**config.mk**
```make
export PLATFORM = sky130hd
export DESIGN_NAME = pwdt_top
export DESIGN_NICKNAME = d
export VERILOG_FILES = /design/src/pwdt_sync.v /design/src/pwdt_top.v
export VERILOG_INCLUDE_DIRS = /design/src
export SDC_FILE = /design/constraint.sdc
export NUM_CORES = 1
export LEC_CHECK = 0
export BUFFER_PORTS_ARGS = -buffer_cell sky130_fd_sc_hd__buf_2
export CAP_MARGIN = 20
export CELL_PAD_IN_SITES_DETAIL_PLACEMENT = 0
export CELL_PAD_IN_SITES_GLOBAL_PLACEMENT = 1
export CORE_ASPECT_RATIO = 1.75
export CORE_MARGIN = 5
export CORE_UTILIZATION = 45
export DETAILED_ROUTE_END_ITERATION = 7
export PLACE_DENSITY_LB_ADDON = 0.1
export SETUP_SLACK_MARGIN = 0.5
export SYNTH_ARGS = -nofsm -noshare
export SYNTH_HDL_FRONTEND = slang
export SYNTH_SLANG_ARGS = --single-unit
```
**constraint.sdc**
```tcl
create_clock -name clk_i -period 2.82 [get_ports clk_i]
set_input_delay 0.282 -clock clk_i [delete_from_list [all_inputs] [get_ports clk_i]]
set_output_delay 0.282 -clock clk_i [all_outputs]
set_load 0.01 [all_outputs]
```
**src/pwdt_consts.vh**
```
/*
 * Register offsets, field positions, reset values and timing counts of the
 * protected watchdog timer.
 * Assumes a simple byte-wide register port decoding low address bits.
 */
`ifndef PWDT_CONSTS_VH
`define PWDT_CONSTS_VH

// ****************************************
// Register offsets
// ****************************************
`define PWDT_ADDR_W          2
`define PWDT_OFF_CTRL        2'h0
`define PWDT_OFF_COUNT       2'h1
`define PWDT_OFF_MODE        2'h2

// ****************************************
// Control/status field positions
// ****************************************
`define PWDT_B_CNT_WI        7
`define PWDT_B_CNT_WE        6
`define PWDT_B_CTL_WI        5
`define PWDT_B_CTL_WE        4
`define PWDT_B_RUN_WI        3
`define PWDT_B_RUN           2
`define PWDT_B_RST_WI        1
`define PWDT_B_RST_FLAG      0

// ****************************************
// Reset values
// ****************************************
`define PWDT_COUNT_RST       8'h00
`define PWDT_CKS_RST         4'hF
`define PWDT_MODE_UPPER      4'hF

// ****************************************
// Timing counts
// ****************************************
`define PWDT_RST_HOLD_OSC    512
`define PWDT_SUB_DIV         32
`define PWDT_FIXED_DIV_LOG2  13
`define PWDT_MIN_DIV_LOG2    6

`endif

```
**src/pwdt_sync.v**
```verilog
/*
 * Three-flop synchroniser with rising-edge pulse output.
 * Assumes the input is a slow level from another clock domain.
 */
`timescale 1ns/100ps

module pwdt_sync (
  // Clock and reset
  input  wire  clk_i,
  input  wire  srst_i,
  // Asynchronous level in
  input  wire  async_i,
  // Synchronised level and rising-edge pulse
  output wire  level_o,
  output wire  rise_o
);

  reg  [2:0]  stage;
  reg         level_q;

  // First stage feeds only the second; second and third must agree
  always @(posedge clk_i) begin
    if (srst_i) begin
      stage <= 3'h0;
    end else begin
      stage <= {stage[1:0], async_i};
    end
  end

  // Agreed level out; rise counts once stages two and three agree high
  assign level_o = level_q;
  assign rise_o  = stage[1] & stage[2] & ~level_q;

  // Remembers the last agreed level
  always @(posedge clk_i) begin
    if (srst_i) begin
      level_q <= 1'b0;
    end else if (stage[1] == stage[2]) begin
      level_q <= stage[2];
    end
  end

endmodule

```
**src/pwdt_top.v**
```verilog
/*
 * Protected watchdog timer: 8-bit up counter, write-protected control and
 * status register, clock mode register and internal reset request.
 * Assumes the subclock and on-chip oscillator arrive as slow clocks that
 * are sampled here, and software uses whole-byte register writes.
 * Both clock sources must stay well below half the system clock rate,
 * since each level passes three flops before an edge is counted.
 * The reset request is not fed back here: only the pin reset or a software
 * clear resets the reset flag, so the flag survives the reset that it reports.
 */
// Strobed register access and the register offsets were left to the implementer.
`timescale 1ns/100ps
`include "pwdt_consts.vh"

module pwdt_top #(
  parameter        RUN_RESET_VAL = 1'b1,   // Run bit value after pin reset
  parameter        HAS_MODE_REG  = 1,      // 1: mode register present
  parameter        RST_HOLD_OSC  = `PWDT_RST_HOLD_OSC
) (
  // Clock and pin reset
  input  wire                    clk_i,
  input  wire                    srst_i,
  // Register port
  input  wire [`PWDT_ADDR_W-1:0] reg_addr_i,
  input  wire [7:0]              reg_wdata_i,
  input  wire                    reg_wr_i,
  input  wire                    reg_rd_i,
  output reg  [7:0]              reg_rdata_o,
  // Clock sources and override
  input  wire                    subclk_i,
  input  wire                    osc_clk_i,
  input  wire                    watchdog_clock_override_i,
  // Internal reset request
  output reg                     wdt_reset_req_o
);

  // ****************************************
  // Registers
  // ****************************************
  reg         counter_write_enable;
  reg         control_write_enable;
  reg         watchdog_run;
  reg         watchdog_reset_flag;
  reg  [7:0]  wdt_counter;
  reg  [3:0]  clock_select;
  reg  [12:0] presc;
  reg  [4:0]  sub_div;
  reg  [9:0]  hold_cnt;
  reg         override_q;

  wire        sub_rise;
  wire        osc_rise;
  wire        override_lvl;

  wire wr_ctrl  = reg_wr_i & (reg_addr_i == `PWDT_OFF_CTRL);
  wire wr_count = reg_wr_i & (reg_addr_i == `PWDT_OFF_COUNT);
  wire wr_mode  = reg_wr_i & (reg_addr_i == `PWDT_OFF_MODE);

  // ****************************************
  // Clock source crossing
  // ****************************************

  // Subclock edges into the system domain
  pwdt_sync u_sub_sync (
    .clk_i   (clk_i),
    .srst_i  (srst_i),
    .async_i (subclk_i),
    .level_o (),
    .rise_o  (sub_rise)
  );

  // Oscillator edges into the system domain
  pwdt_sync u_osc_sync (
    .clk_i   (clk_i),
    .srst_i  (srst_i),
    .async_i (osc_clk_i),
    .level_o (),
    .rise_o  (osc_rise)
  );

  // Override pin level
  pwdt_sync u_ovr_sync (
    .clk_i   (clk_i),
    .srst_i  (srst_i),
    .async_i (watchdog_clock_override_i),
    .level_o (override_lvl),
    .rise_o  ()
  );

  // Agreed override level from stages two and three
  always @(posedge clk_i) begin
    if (srst_i) begin
      override_q <= 1'b0;
    end else begin
      override_q <= override_lvl;
    end
  end

  // Free-running system clock prescaler; run does not clear it, so the
  // first tick after a run start may come early
  always @(posedge clk_i) begin
    if (srst_i) begin
      presc <= 13'h0000;
    end else begin
      presc <= presc + 13'h0001;
    end
  end

  // Subclock divide by 32
  always @(posedge clk_i) begin
    if (srst_i) begin
      sub_div <= 5'h00;
    end else if (sub_rise) begin
      sub_div <= sub_div + 5'h01;
    end
  end

  wire sub_tick = sub_rise & (sub_div == 5'h1F);

  // ****************************************
  // Count tick selection
  // ****************************************

  // Prescaler tap for divide by 2^(6+n); mask has the low bits set
  wire [3:0]  tap_n    = HAS_MODE_REG ? {1'b0, clock_select[2:0]}
                                      : 4'h7;
  // One bit wider so the divide-by-8192 mask does not wrap
  wire [13:0] tap_span = (14'h0040 << tap_n) - 14'h0001;
  wire [12:0] tap_mask = tap_span[12:0];
  wire        sys_tick = ((presc & tap_mask) == tap_mask);

  // One-cycle increment enable from the selected source
  reg count_tick;
  always @* begin
    if (override_q) begin
      count_tick = sub_tick;
    end else if (HAS_MODE_REG == 0) begin
      count_tick = sys_tick;
    end else if (!clock_select[3]) begin
      count_tick = osc_rise;
    end else begin
      count_tick = sys_tick;
    end
  end

  // ****************************************
  // Counter and overflow
  // ****************************************
  // Software write this cycle; it beats the count, so no overflow either
  wire count_write = wr_count & counter_write_enable;
  wire overflow    = watchdog_run & count_tick & ~count_write &
                     (wdt_counter == 8'hFF);

  // Counter: write wins over count, wraps on overflow
  always @(posedge clk_i) begin
    if (srst_i) begin
      wdt_counter <= `PWDT_COUNT_RST;
    end else if (count_write) begin
      wdt_counter <= reg_wdata_i;
    end else if (watchdog_run && count_tick) begin
      wdt_counter <= wdt_counter + 8'h01;
    end
  end

  // ****************************************
  // Internal reset request
  // ****************************************

  // Last oscillator edge of the hold; request drops on it
  wire hold_done = wdt_reset_req_o & osc_rise & (hold_cnt == 10'h001);

  // Reset request held for a number of oscillator edges
  always @(posedge clk_i) begin
    if (srst_i) begin
      hold_cnt        <= 10'h000;
      wdt_reset_req_o <= 1'b0;
    end else if (overflow) begin
      hold_cnt        <= RST_HOLD_OSC[9:0];
      wdt_reset_req_o <= 1'b1;
    end else if (wdt_reset_req_o && osc_rise) begin
      hold_cnt        <= hold_cnt - 10'h001;
      if (hold_done) begin
        wdt_reset_req_o <= 1'b0;
      end
    end
  end

  // ****************************************
  // Control/status register
  // ****************************************

  // Enable flags; pin reset only
  always @(posedge clk_i) begin
    if (srst_i) begin
      counter_write_enable <= 1'b0;
      control_write_enable <= 1'b0;
    end else if (wr_ctrl) begin
      if (!reg_wdata_i[`PWDT_B_CNT_WI]) begin
        counter_write_enable <= reg_wdata_i[`PWDT_B_CNT_WE];
      end
      if (!reg_wdata_i[`PWDT_B_CTL_WI]) begin
        control_write_enable <= reg_wdata_i[`PWDT_B_CTL_WE];
      end
    end
  end

  // Run bit, gated by the enable already held
  always @(posedge clk_i) begin
    if (srst_i) begin
      watchdog_run <= RUN_RESET_VAL[0];
    end else if (wr_ctrl && control_write_enable &&
                 !reg_wdata_i[`PWDT_B_RUN_WI]) begin
      watchdog_run <= reg_wdata_i[`PWDT_B_RUN];
    end
  end

  // Reset flag: overflow set wins over software clear, so an overflow
  // that meets the clearing write is never lost
  always @(posedge clk_i) begin
    if (srst_i) begin
      watchdog_reset_flag <= 1'b0;
    end else if (overflow) begin
      watchdog_reset_flag <= 1'b1;
    end else if (wr_ctrl && control_write_enable &&
                 !reg_wdata_i[`PWDT_B_RST_WI] &&
                 !reg_wdata_i[`PWDT_B_RST_FLAG]) begin
      watchdog_reset_flag <= 1'b0;
    end
  end

  // ****************************************
  // Mode register
  // ****************************************

  // Clock select field; upper nibble not stored
  always @(posedge clk_i) begin
    if (srst_i) begin
      clock_select <= `PWDT_CKS_RST;
    end else if (wr_mode && HAS_MODE_REG != 0) begin
      clock_select <= reg_wdata_i[3:0];
    end
  end

  // ****************************************
  // Read data, one cycle after the strobe
  // ****************************************
  // Inhibit positions read as ones; they hold no state
  wire [7:0] ctrl_view = {1'b1, counter_write_enable,
                          1'b1, control_write_enable,
                          1'b1, watchdog_run,
                          1'b1, watchdog_reset_flag};

  // Read mux, zero for unmapped and absent registers
  reg [7:0] next_rdata;
  always @* begin
    next_rdata = 8'h00;
    case (reg_addr_i)
      `PWDT_OFF_CTRL: begin
        next_rdata = ctrl_view;
      end
      `PWDT_OFF_COUNT: begin
        next_rdata = wdt_counter;
      end
      `PWDT_OFF_MODE: begin
        if (HAS_MODE_REG != 0) begin
          next_rdata = {`PWDT_MODE_UPPER, clock_select};
        end
      end
      default: begin
        next_rdata = 8'h00;
      end
    endcase
  end

  // Read data register
  always @(posedge clk_i) begin
    if (srst_i) begin
      reg_rdata_o <= 8'h00;
    end else if (reg_rd_i) begin
      reg_rdata_o <= next_rdata;
    end else begin
      reg_rdata_o <= 8'h00;
    end
  end

endmodule

```
Word level (Yosys, flattened, before mapping). Index checks and enable logic that the tools add are counted.

Add/sub/neg operators: 5. Eq/ne operators: 9. Shifts and indexed selects: 1. Muxes and demuxes: 12. Bitwise operators: 21. Reductions and logical operators: 19.

Operator list (number): $pmux W8 S3 (1); $mux W10 (2); $mux W8 (2); $and A1 B1 Y1 (14); $add A13 B1 Y13 const B (1); $and A13 B13 Y13 (1); $eq A13 B13 Y1 (1); $shl A7 B3 Y13 const A (1); $sub A13 B1 Y13 const B (1); $eq A10 B1 Y1 const B (1); $sub A10 B1 Y10 const B (1); $add A8 B1 Y8 const B (1); $eq A8 B8 Y1 const B (1); $reduce_bool A2 Y1 (4); $mux W1 (7); $logic_and A1 B1 Y1 (6); $not A1 Y1 (6); $reduce_and A2 Y1 (3); $add A5 B1 Y5 const B (1); $eq A5 B5 Y1 const B (1); $reduce_or A2 Y1 (2); $eq A1 B1 Y1 (3); $logic_not A1 Y1 (3); $eq A2 B1 Y1 const B (1); 2 further kinds (2).

Register bits: 66. Bits of input ports: 17. Output and inout bits: 9. Word-level logic and storage cells: 86.

Depth between registers and ports, before layout. Gate-level depths: netlist of the first run.

Depth in word-level cells: 11. Mapped depth: 11. Mapped depth without buffers: 9.

Modules after synthesis. Synthesis of the first run repeated with hierarchy kept, for this count alone.

Cell total of the unflattened synthesis: 329. Area, all modules: 2985.4 µm².

By module, submodules not included: pwdt_top (times used 1, cells each 296, area each 2591.2 µm², sequential area each 1081.0 µm²); pwdt_sync (times used 3, cells each 11, area each 131.4 µm², sequential area each 80.1 µm²).

Least setup slack after synthesis of the first run. OpenSTA, ideal clock, no wires.

Path type: register to register. Start: register clock_select[1]. End: register wdt_counter[0]. Library setup time: 0.122 ns. Data arrival time: 2.190 ns. Slack: 0.508 ns. Cell stages (with the launch flop): 10. Clock period less this slack: 2.312 ns. Path through: dfxtp_1 -> buf_6 -> or3_1 -> ha_1 -> o211ai_1 -> a31oi_1 -> o2111ai_4 -> o21ba_1 -> and4_1 -> a311o_1.

Longest elaborated chain between the ends: 8.

Ends and longest elaborated chain: start: declaration (line pwdt_top.v:45) `reg [3:0] clock_select;`; start signal: assignment (line pwdt_top.v:238) `` clock_select <= `PWDT_CKS_RST; ``; start signal: assignment (line pwdt_top.v:240) `clock_select <= reg_wdata_i[3:0];`; $shl A7 B3 Y13 (*) (line pwdt_top.v:128) `wire [13:0] tap_span = (14'h0040 << tap_n) - 14'h0001;`; $sub A13 B1 Y13 (*) (line pwdt_top.v:128); $and A13 B13 Y13 (line pwdt_top.v:130) `wire sys_tick = ((presc & tap_mask) == tap_mask);`; $eq A13 B13 Y1 (*) (line pwdt_top.v:130); $mux W1 (*) (line pwdt_top.v:139) `end else if (!clock_select[3]) begin`; $mux W1 (*) (line pwdt_top.v:135) `if (override_q) begin`; $logic_and A1 B1 Y1 (*) (line pwdt_top.v:160) `end else if (watchdog_run && count_tick) begin`; $reduce_bool A2 Y1 (no line) (*); end signal: assignment (line pwdt_top.v:157) `` wdt_counter <= `PWDT_COUNT_RST; ``; end signal: assignment (line pwdt_top.v:159) `wdt_counter <= reg_wdata_i;`; end signal: assignment (line pwdt_top.v:161) `wdt_counter <= wdt_counter + 8'h01;`; end: declaration (line pwdt_top.v:44) `reg [7:0] wdt_counter;`.

Mark *: on every way between the ends. The rest lies on a longest branch, timed or not. A chain may end at the register's enable or synchronous reset.

Worst setup path in the final report of the first run. Ends and elaborated chain as after synthesis.

==> summary.txt, run 1 <==
layout cells sized above 1 = 0.231
Placeable Area = 0.00676 mm2
Worst Path Buf+Inv = 0
clk_skew = 0.00575 ns
Sink Count = 66
die width = 72.5 um
critical path arrival = 2.57 ns
fillcell total = 651
Setup-failing EPs final = 0
Syn-to-layout area delta = 21.1%
Chip Height = 119 um
cells along the critical path = or3_4 > ha_4 > o211ai_1 > a31oi_2 > o2111ai_4 > o21ba_4 > and4_1 > a311o_1
worst reg2reg setup slack = 0.47 ns
outcome = finished, final reports clean
Initial Util = 0.456
CP max-delay cell = or3_4
Min-Delay Path Class = in2reg
Final Util = 0.551
Critical Path RT = 3.04 ns
Synth area leaders = dfxtp_1 (43%), nor2_1 (6.6%), xnor2_1 (4.0%)
post-synth top area cell = dfxtp_1
Peak supply drop = 0.423 mV
Synth Cell Area = 0.00308 mm2
most common cell after layout, fill and taps aside = dfxtp_1
Pins Over Slew Limit = 0
DR vias/cell = 5.35
GRT Residual Overflow = 0
EDFF count, synth = 0
Detail Route Antenna Nets = 0
DRC = 0
CTS Buffer Depth = 2
vias = 2441
last element of the critical path = wdt_counter[0]
worst reg2reg path depth = 8
asr flop ratio synth = 0
largest net degree at the start of global routing = 45
first-pass GRT wire length = 11100 um
H-tree Lvls = 3
crit share post-route = 0.834
# IOs = 26
Top delay family on crit path = compound AO/OA/AOI/OAI gates
DP Wirelength = 4770 um
Crit Path Class = reg2reg
pwr/cell area = 602 mW/mm2
Die Area = 0.00866 mm2
Place WS = 0.363 ns
RSZ-0062 raised after global routing = yes
crit end category = flop
Lkg Pwr = 0.00145 uW
nets@finish = 394
antenna fix cells = 0
Period minus WS final = 2.35 ns
top_reg_cell synth = dfxtp_1
Rows = 40
Post-Route WL = 6770 um
Post-Syn Area per Cell = 9.13 um2
startpoint types = flop
post-synth top area share = 0.429
setup TNS = 0 ns
Root Buffer = clkbuf_16
flops & latches, synth = 66
Critical Path Start = clock_select[1]
initial detailed-routing violation count = 167
max_cap viols = 0
YS warnings = 0
cts hold-fix bufs = 0
latest clock arrival within the worst-skew pair = 0.33 ns
crit path max fanout = 4
initial antenna violation count = 0
Worst path depth = 8
Synth cell types = 61
maximum clock rate = 425 MHz
GP Congestion = 0.837
cells after synthesis = 337
Final Hold Fails = 0
reg-to-reg endpoint = wdt_counter[0]
Slew Limit Headroom = 0.646
most frequent cells in the layout = dfxtp_1 (61), nor2_1 (54), buf_2 (25)
Total Routing Usage GR = 0.167
Max stage delay on crit path = 0.39 ns
Slew @ Worst Pin = 0.531 ns
worst r2r src = clock_select[1]
Post-Syn Nets = 363
sequential fraction of the synthesis area = 0.429
CTS tree = built
clock-pin transition on the worst setup and hold timing paths = 0.05 ns
PnR Total Power = 2240 uW
vias in the first global route = 2397
number of I/O port buffers = 25
WL per Instance = 14.9 um
setup ws final = 0.467 ns
CTS Buf Count = 9
first-pass iteration count of the detailed router = 4
## worst reg2reg max path: cells and delay by family (launching register included)
family	cells	cell delay, ns
AOI/OAI and AO/OA	5	1.07
adders and majority gates	1	0.26
DFF	1	0.34
and+or+nand+nor	2	0.58
## cells by family (layout without fill, tap and decap cells)
kind of cell	count (synthesis)	count (layout)	share of synthesized area
compound gates	47	49	0.133
buf+inv	26	59	0.0455
simple gates	158	158	0.264
xor+xnor	23	23	0.0654
fa+ha+maj	9	9	0.0366
flops	66	66	0.429
mux	8	8	0.0260
## state kept, by name, indices dropped and copies added, names as in the netlist
register	count
clock_select	4
control_write_enable	1
counter_write_enable	1
hold_cnt	10
override_q	1
presc	13
reg_rdata_o	8
sub_div	5
u_osc_sync.level_o	1
u_osc_sync.stage	3
u_ovr_sync.level_o	1
u_ovr_sync.stage	3
u_sub_sync.level_o	1
u_sub_sync.stage	3
watchdog_reset_flag	1
watchdog_run	1
wdt_counter	8
wdt_reset_req_o	1
## synth_stat cells, types with 2 or more instances
cell type	number
o31ai_1	2
buf_2	2
buf_6	3
clkbuf_1	6
nand2b_1	8
a221oi_1	2
nand4b_1	2
nor4_1	4
nand3b_1	4
ha_1	9
and3_1	6
dfxtp_1	66
nor2_1	54
and4_1	2
xnor2_1	14
nor2b_1	15
nand4_1	2
and2_1	3
a21oi_2	2
nor3_1	4
a211oi_1	2
mux2i_1	8
nand3_1	22
inv_1	11
xor2_1	9
a21oi_1	13
a211oi_2	3
nand2_1	22
o21ai_0	5
## where the power goes
part	leakage (uW)	total (uW)	switching, uW	internal [uW]
Combinational	0.000754	100	58.8	41.2
Sequential	0.000536	961	11.9	950
Clock	0.000158	1180	391	790
## metrics by stage
stage	std cells	instance area [um2]	hold WS (ns)
2_1_floorplan	337	3080	0.406
3_3_place_gp	435	3240	0.416
3_5_place_dp	435	3240	0.428
4_1_cts	454	3610	0.154
5_1_grt	456	3730	0.180
6_report	456	3730	0.165
## worst min-delay path by stage
stage	slack [ns]	from	to	cells past startpoint
floorplan	0.41	reg_wdata_i[2]	watchdog_run	2
global placement	0.42	u_osc_sync.stage[0]	u_osc_sync.stage[1]	1
detailed placement	0.43	u_osc_sync.stage[0]	u_osc_sync.stage[1]	1
CTS	0.15	osc_clk_i	u_osc_sync.stage[0]	2
global route	0.18	osc_clk_i	u_osc_sync.stage[0]	2
finish	0.16	subclk_i	u_sub_sync.stage[0]	2
## final cells by class
class | count | area, um2 | area share
clock buffers | 10 | 239 | 0.0641
clock inverters | 5 | 78.8 | 0.0212
inverters | 12 | 45.0 | 0.0121
multi-input cells | 247 | 1730 | 0.465
flip-flops and latches | 66 | 1340 | 0.358
well taps | 84 | 105 | 0.0282
repair buffers | 32 | 190 | 0.0510
## metal layers
layer / track usage / vias up / routed length [um]
met3: 0.0481 / 16 / 226
li1: - / 1225 / -
met2: 0.301 / 32 / 3660
met1: 0.167 / 1168 / 2640
met4: 0.0843 / 0 / 237
met5: 0 / - / 0
## what timing repair did
item,in CTS,in global routing
cloned,1,1
gates resized for setup,8,16
pin swaps,6,10
setup buffers,3,1
setup endpoints to repair,20,20
Power figures use the tool's default switching activity.
==> run 2: changes to the inputs <==
- clock period: 2.82 -> 2.2 ns (I/O delays scaled with it)
==> run 2 against run 1 <==
  * The run now ends with setup timing left
  * Critical path depth increased by 1
  * Worst hold slack got worse by 0.070 ns
  * Wire length increased by 1.2%
  * Count of clock-buffer cells in the layout increased by 1
  * Register-to-register slack got worse by 0.54 ns
  * Clock power increased by 29%
  * Via count decreased by 0.82%
  * Sequential power increased by 28%
  * Non-clock buffer count increased by 6
  * Critical endpoint is now hold_cnt[3]
  * Largest cell class unchanged
  * Largest power group unchanged
==> summary.txt, run 2 (synthesis gave the netlist of run 1 again) <==
CTS Buf Count = 9 (unchanged)
GRT Residual Overflow = 0 (unchanged)
Sink Count = 66 (unchanged)
Place WS = -0.126 ns (-0.489 ns)
Max stage delay on crit path = 0.39 ns (about the same)
nets@finish = 399 (+1.3%)
Syn-to-layout area delta = 21.0% (about the same)
PnR Total Power = 2880 uW (+28%)
first-pass iteration count of the detailed router = 4 (unchanged)
Critical Path RT = 2.43 ns (-0.61 ns)
pwr/cell area = 773 mW/mm2 (+29%)
vias = 2421 (-0.82%)
cells along the critical path = or3_4 > ha_4 > o211ai_1 > a31oi_1 > o2111ai_4 > o21bai_4 > buf_4 > a31o_2 > nor2_1
failing checks = setup timing
outcome = finished with violations
max reg flops = 13 (unchanged)
max_cap viols = 0 (unchanged)
Setup-failing EPs final = 19 (+19)
Clk network pwr share = 0.528 (about the same)
Rows = 40 (unchanged)
Chip Height = 119 um (unchanged)
Period minus WS final = 2.27 ns (-0.0790 ns)
antenna fix cells = 0 (unchanged)
layout cells sized above 1 = 0.225 (-0.00632)
initial antenna violation count = 0 (unchanged)
first-pass GRT wire length = 11400 um (+2.4%)
Top delay family on crit path = compound AO/OA/AOI/OAI gates
RSZ-0062 raised after global routing = yes
Min-Delay Path Class = in2reg
Worst Path Buf+Inv = 1 (+1)
Crit Path Class = reg2reg
Final Hold Fails = 0 (unchanged)
startpoint types = flop
worst reg2reg setup slack = -0.07 ns (-0.54 ns)
Root Buffer = clkbuf_16
Placeable Area = 0.00676 mm2 (unchanged)
net switching power = 592 uW (+28%)
clock-pin transition on the worst setup and hold timing paths = 0.05 ns (about the same)
Peak supply drop = 0.636 mV (+50%)
WL per Instance = 14.8 um (-0.15%)
cell-internal power = 2290 uW (+28%)
latest clock arrival within the worst-skew pair = 0.33 ns (about the same)
Detail Route Antenna Nets = 0 (unchanged)
Pins Over Slew Limit = 0 (unchanged)
DP Wirelength = 5050 um (+5.9%)
Comb power frac = 0.044 (about the same)
most frequent cells in the layout = dfxtp_1 (64), nor2_1 (54), buf_2 (25)
Slew @ Worst Pin = 0.498 ns (-0.0331 ns)
setup ws final = -0.0741 ns (-0.541 ns)
Lkg Pwr = 0.00145 uW (+0.24%)
initial detailed-routing violation count = 144 (-14%)
largest net degree at the start of global routing = 30 (-33%)
most common cell after layout, fill and taps aside = dfxtp_1
crit share post-route = 1.03 (+0.199)
sw frac = 0.206 (about the same)
# IOs = 26 (unchanged)
DR vias/cell = 5.24 (-2.1%)
GP Congestion = 0.879 (+5.0%)
Min Hold Slack = 0.0949 ns (-0.0699 ns)
CTS Buffer Depth = 2 (unchanged)
sequential power share = 0.428 (about the same)
Initial Util = 0.456 (unchanged)
die width = 72.5 um (unchanged)
Final Util = 0.551 (about the same)
Post-Route WL = 6850 um (+1.2%)
Slew Limit Headroom = 0.667 (+0.0208)
Top Registers = presc: 13 flops, hold_cnt: 10 flops
vias in the first global route = 2460 (+2.6%)
Total Routing Usage GR = 0.172 (+0.00565)
maximum clock rate = 440 MHz (+3.5%)
crit end category = flop
CP max-delay cell = or3_4
number of I/O port buffers = 25 (unchanged)
Die Area = 0.00866 mm2 (unchanged)
Most flops, register = presc
DRC = 0 (unchanged)
clk_skew = 0.00536 ns (-0.000396 ns)
cts hold-fix bufs = 0 (unchanged)
setup TNS = -1.05 ns (-1.05 ns)
H-tree Lvls = 3 (unchanged)
CTS tree = built
critical path arrival = 2.50 ns (-0.07 ns)
crit path max fanout = 5 (+1)
==> run 2: per-layer routing <==
metal	GRT usage	vias to the layer above	wire, um
met5	0	-	0
met4	0.129	0	361
met3	0.0372	24	169
met2	0.303	38	3680
met1	0.169	1123	2640
li1	-	1236	-
==> run 2: cell type report <==
cell class / instances / area [um2]
inverters: 12 / 45.0
fillers: 665 / 3030
repair buffers: 38 / 239
clock buffers: 11 / 243
clock inverters: 5 / 77.6
well taps: 84 / 105
flip-flops and latches: 66 / 1320
multi-input cells: 246 / 1690
==> run 2: worst paths after layout <==
check	start	to	cells after the start
max	clock_select[0]	hold_cnt[3]	9
min	subclk_i	u_sub_sync.stage[0]	2
max reg2reg	clock_select[0]	hold_cnt[3]	9
min reg2reg	u_osc_sync.stage[0]	u_osc_sync.stage[1]	1
==> run 2: power by group through the flow <==
stage	logic, uW	registers [uW]	clock network (uW)
global route	143	1230	1610
floorplan	82.2	1260	0
CTS	130	1230	1550
global placement	126	1260	0
finish	128	1230	1520
detailed placement	126	1260	0
==> run 2: repair_timing <==
item	4_1_cts	5_1_grt
pin swaps	7	9
setup endpoints to repair	20	20
gates cloned	1	0
setup buffers	3	0
gates resized for setup	6	4
==> run 2: per-stage QoR <==
step	cell area (um2)	cells
after floorplan	3100	337
after CTS	3710	462
after global placement	3310	442
after detailed placement	3310	442
final	3720	462
after global routing	3720	462
==> run 3: changes to the inputs <==
- SKIP_CTS_REPAIR_TIMING: default -> 1
==> run 3 against run 2 <==
  * The run still ends with setup timing left
  * Final cell count is 0.22% higher
  * Worst setup slack got worse by 0.027 ns
  * Critical path depth stayed put
  * Register-to-register slack got worse by 0.03 ns
  * Non-clock buffer count increased by 1
  * Cell area is 0.60% lower
  * Highest routed layer unchanged
==> summary.txt, run 3 (synthesis gave the netlist of run 1 again) <==
outcome = finished with violations
failing checks = setup timing
Rows = 40 (unchanged)
GP Congestion = 0.879 (unchanged)
Syn-to-layout area delta = 20.2%
crit path max fanout = 5 (unchanged)
max reg flops = 13 (unchanged)
largest net degree at the start of global routing = 30 (unchanged)
reg-to-reg endpoint = hold_cnt[6]
latest clock arrival within the worst-skew pair = 0.33 ns (about the same)
DRC = 0 (unchanged)
Post-Route WL = 6840 um (-0.16%)
maximum clock rate = 435 MHz (-1.2%)
net switching power = 591 uW (-0.16%)
Root Buffer = clkbuf_16
Critical Path RT = 2.43 ns (about the same)
worst r2r src = clock_select[0]
Period minus WS final = 2.30 ns (+0.0272 ns)
Min Hold Slack = 0.0945 ns (-0.000378 ns)
Initial Util = 0.456 (unchanged)
Critical Path Start = clock_select[0]
nets@finish = 400 (+0.25%)
Crit Path Class = reg2reg
crit end category = flop
Clk network pwr share = 0.528 (about the same)
CTS Buffer Depth = 2 (unchanged)
first-pass GRT wire length = 11100 um (-2.3%)
pwr/cell area = 778 mW/mm2 (+0.56%)
layout cells sized above 1 = 0.214 (-0.0111)
Comb power frac = 0.044 (about the same)
Hold Path Origin = subclk_i
number of I/O port buffers = 25 (unchanged)
startpoint types = flop
initial detailed-routing violation count = 140 (-2.8%)
Slew @ Worst Pin = 0.476 ns (-0.0217 ns)
# IOs = 26 (unchanged)
cell-internal power = 2290 uW (about the same)
sequential power share = 0.428 (about the same)
CTS Buf Count = 9 (unchanged)
worst reg2reg setup slack = -0.10 ns (-0.03 ns)
Chip Height = 119 um (unchanged)
critical path arrival = 2.53 ns (+0.03 ns)
first-pass iteration count of the detailed router = 4 (unchanged)
most common cell after layout, fill and taps aside = dfxtp_1
Min-Delay Path Class = in2reg
clock-pin transition on the worst setup and hold timing paths = 0.05 ns (about the same)
RSZ-0062 raised after global routing = yes
vias in the first global route = 2419 (-1.7%)
GRT Residual Overflow = 0 (unchanged)
most frequent cells in the layout = dfxtp_1 (65), nor2_1 (54), buf_2 (25)
Die Area = 0.00866 mm2 (unchanged)
Total Routing Usage GR = 0.169 (-0.00306)
Top Registers = presc: 13 flops, hold_cnt: 10 flops
max_cap viols = 0 (unchanged)
Sink Count = 66 (unchanged)
Place WS = -0.126 ns (unchanged)
sw frac = 0.205 (-0.000228)
antenna fix cells = 0 (unchanged)
crit share post-route = 1.05 (+0.0124)
Setup-failing EPs final = 19 (unchanged)
Peak supply drop = 0.636 mV (about the same)
Most flops, register = presc
setup ws final = -0.101 ns (-0.0272 ns)
DP Wirelength = 5050 um (unchanged)
WL per Instance = 14.8 um (-0.38%)
die width = 72.5 um (unchanged)
clk_skew = 0.00478 ns (-0.000582 ns)
initial antenna violation count = 0 (unchanged)
Hold Crit Depth = 2 (unchanged)
worst reg2reg path depth = 9 (unchanged)
CTS tree = built
DR vias/cell = 5.21 (-0.63%)
Final Hold Fails = 0 (unchanged)
Lkg Pwr = 0.00145 uW (+0.19%)
Slew Limit Headroom = 0.682 (+0.0151)
Hold Path Sink = u_sub_sync.stage[0]
H-tree Lvls = 3 (unchanged)
Placeable Area = 0.00676 mm2 (unchanged)
vias = 2411 (-0.41%)
Detail Route Antenna Nets = 0 (unchanged)
Pins Over Slew Limit = 0 (unchanged)
-- run 3: cell count changes in the layout (fill, tap and decap cells not counted) --
| cell | before | now |
|---|---|---|
| xnor2_2 | 0 | 1 |
| ha_4 | 1 | 0 |
| nand3_4 | 1 | 0 |
| dfxtp_2 | 2 | 1 |
| or3_1 | 0 | 1 |
| nand3_2 | 1 | 2 |
| ha_1 | 8 | 9 |
| a21oi_2 | 6 | 3 |
| xnor2_1 | 14 | 13 |
| or3_4 | 1 | 0 |
| a21oi_1 | 9 | 12 |
| dfxtp_1 | 64 | 65 |
| buf_4 | 11 | 12 |
-- run 3: routing by layer --
layer / global-route usage / vias to the layer above / wire, um
met1: 0.162 / 1119 / 2640
met3: 0.0372 / 22 / 160
met5: 0 / - / 0
met2: 0.300 / 37 / 3670
li1: - / 1233 / -
met4: 0.129 / 0 / 363
-- run 3: worst max path at each step --
stage                     cells past startpoint        endpoint
after floorplan                               9  wdt_counter[0]
after global placement                        8     hold_cnt[2]
after detailed placement                      8     hold_cnt[8]
after CTS                                     8     hold_cnt[8]
after global routing                          9  wdt_counter[1]
final                                         9     hold_cnt[6]
-- run 3: power groups by stage --
stage               Clock, uW  Combinational [uW]  Sequential [uW]
floorplan                   0                82.2             1260
global placement            0                 126             1260
detailed placement          0                 126             1260
global route             1610                 142             1230
CTS                      1550                 127             1230
finish                   1520                 127             1230
-- run 3: per-stage QoR --
stage / utilization / setup TNS (ns) / cells / instance area [um2] / total power (uW)
finish: 0.548 / -1.50 / 463 / 3700 / 2880
global route: 0.548 / -3.60 / 463 / 3700 / 2990
CTS: 0.537 / -1.71 / 458 / 3630 / 2910
detailed placement: 0.490 / -1.45 / 442 / 3310 / 1380
global placement: 0.490 / -0.962 / 442 / 3310 / 1380
floorplan: - / -0.731 / 337 / 3100 / 1340
-- run 3: layout make-up --
cell class	count	area, um2
Inverter	12	45.0
Tap cell	84	105
Timing Repair Buffer	39	246
Clock buffer	11	243
Fill cell	664	3060
Multi-Input combinational cell	246	1660
Clock inverter	5	77.6
Sequential cell	66	1320
-- run 3: critical path, stage by stage (launching register included) --
cell       delay (ns)
dfxtp_1          0.31
or3_1            0.37
ha_1             0.28
o211ai_1         0.07
a31oi_1          0.25
o2111ai_4        0.21
o21bai_4         0.29
buf_4            0.17
a31o_2           0.20
nor2_1           0.05
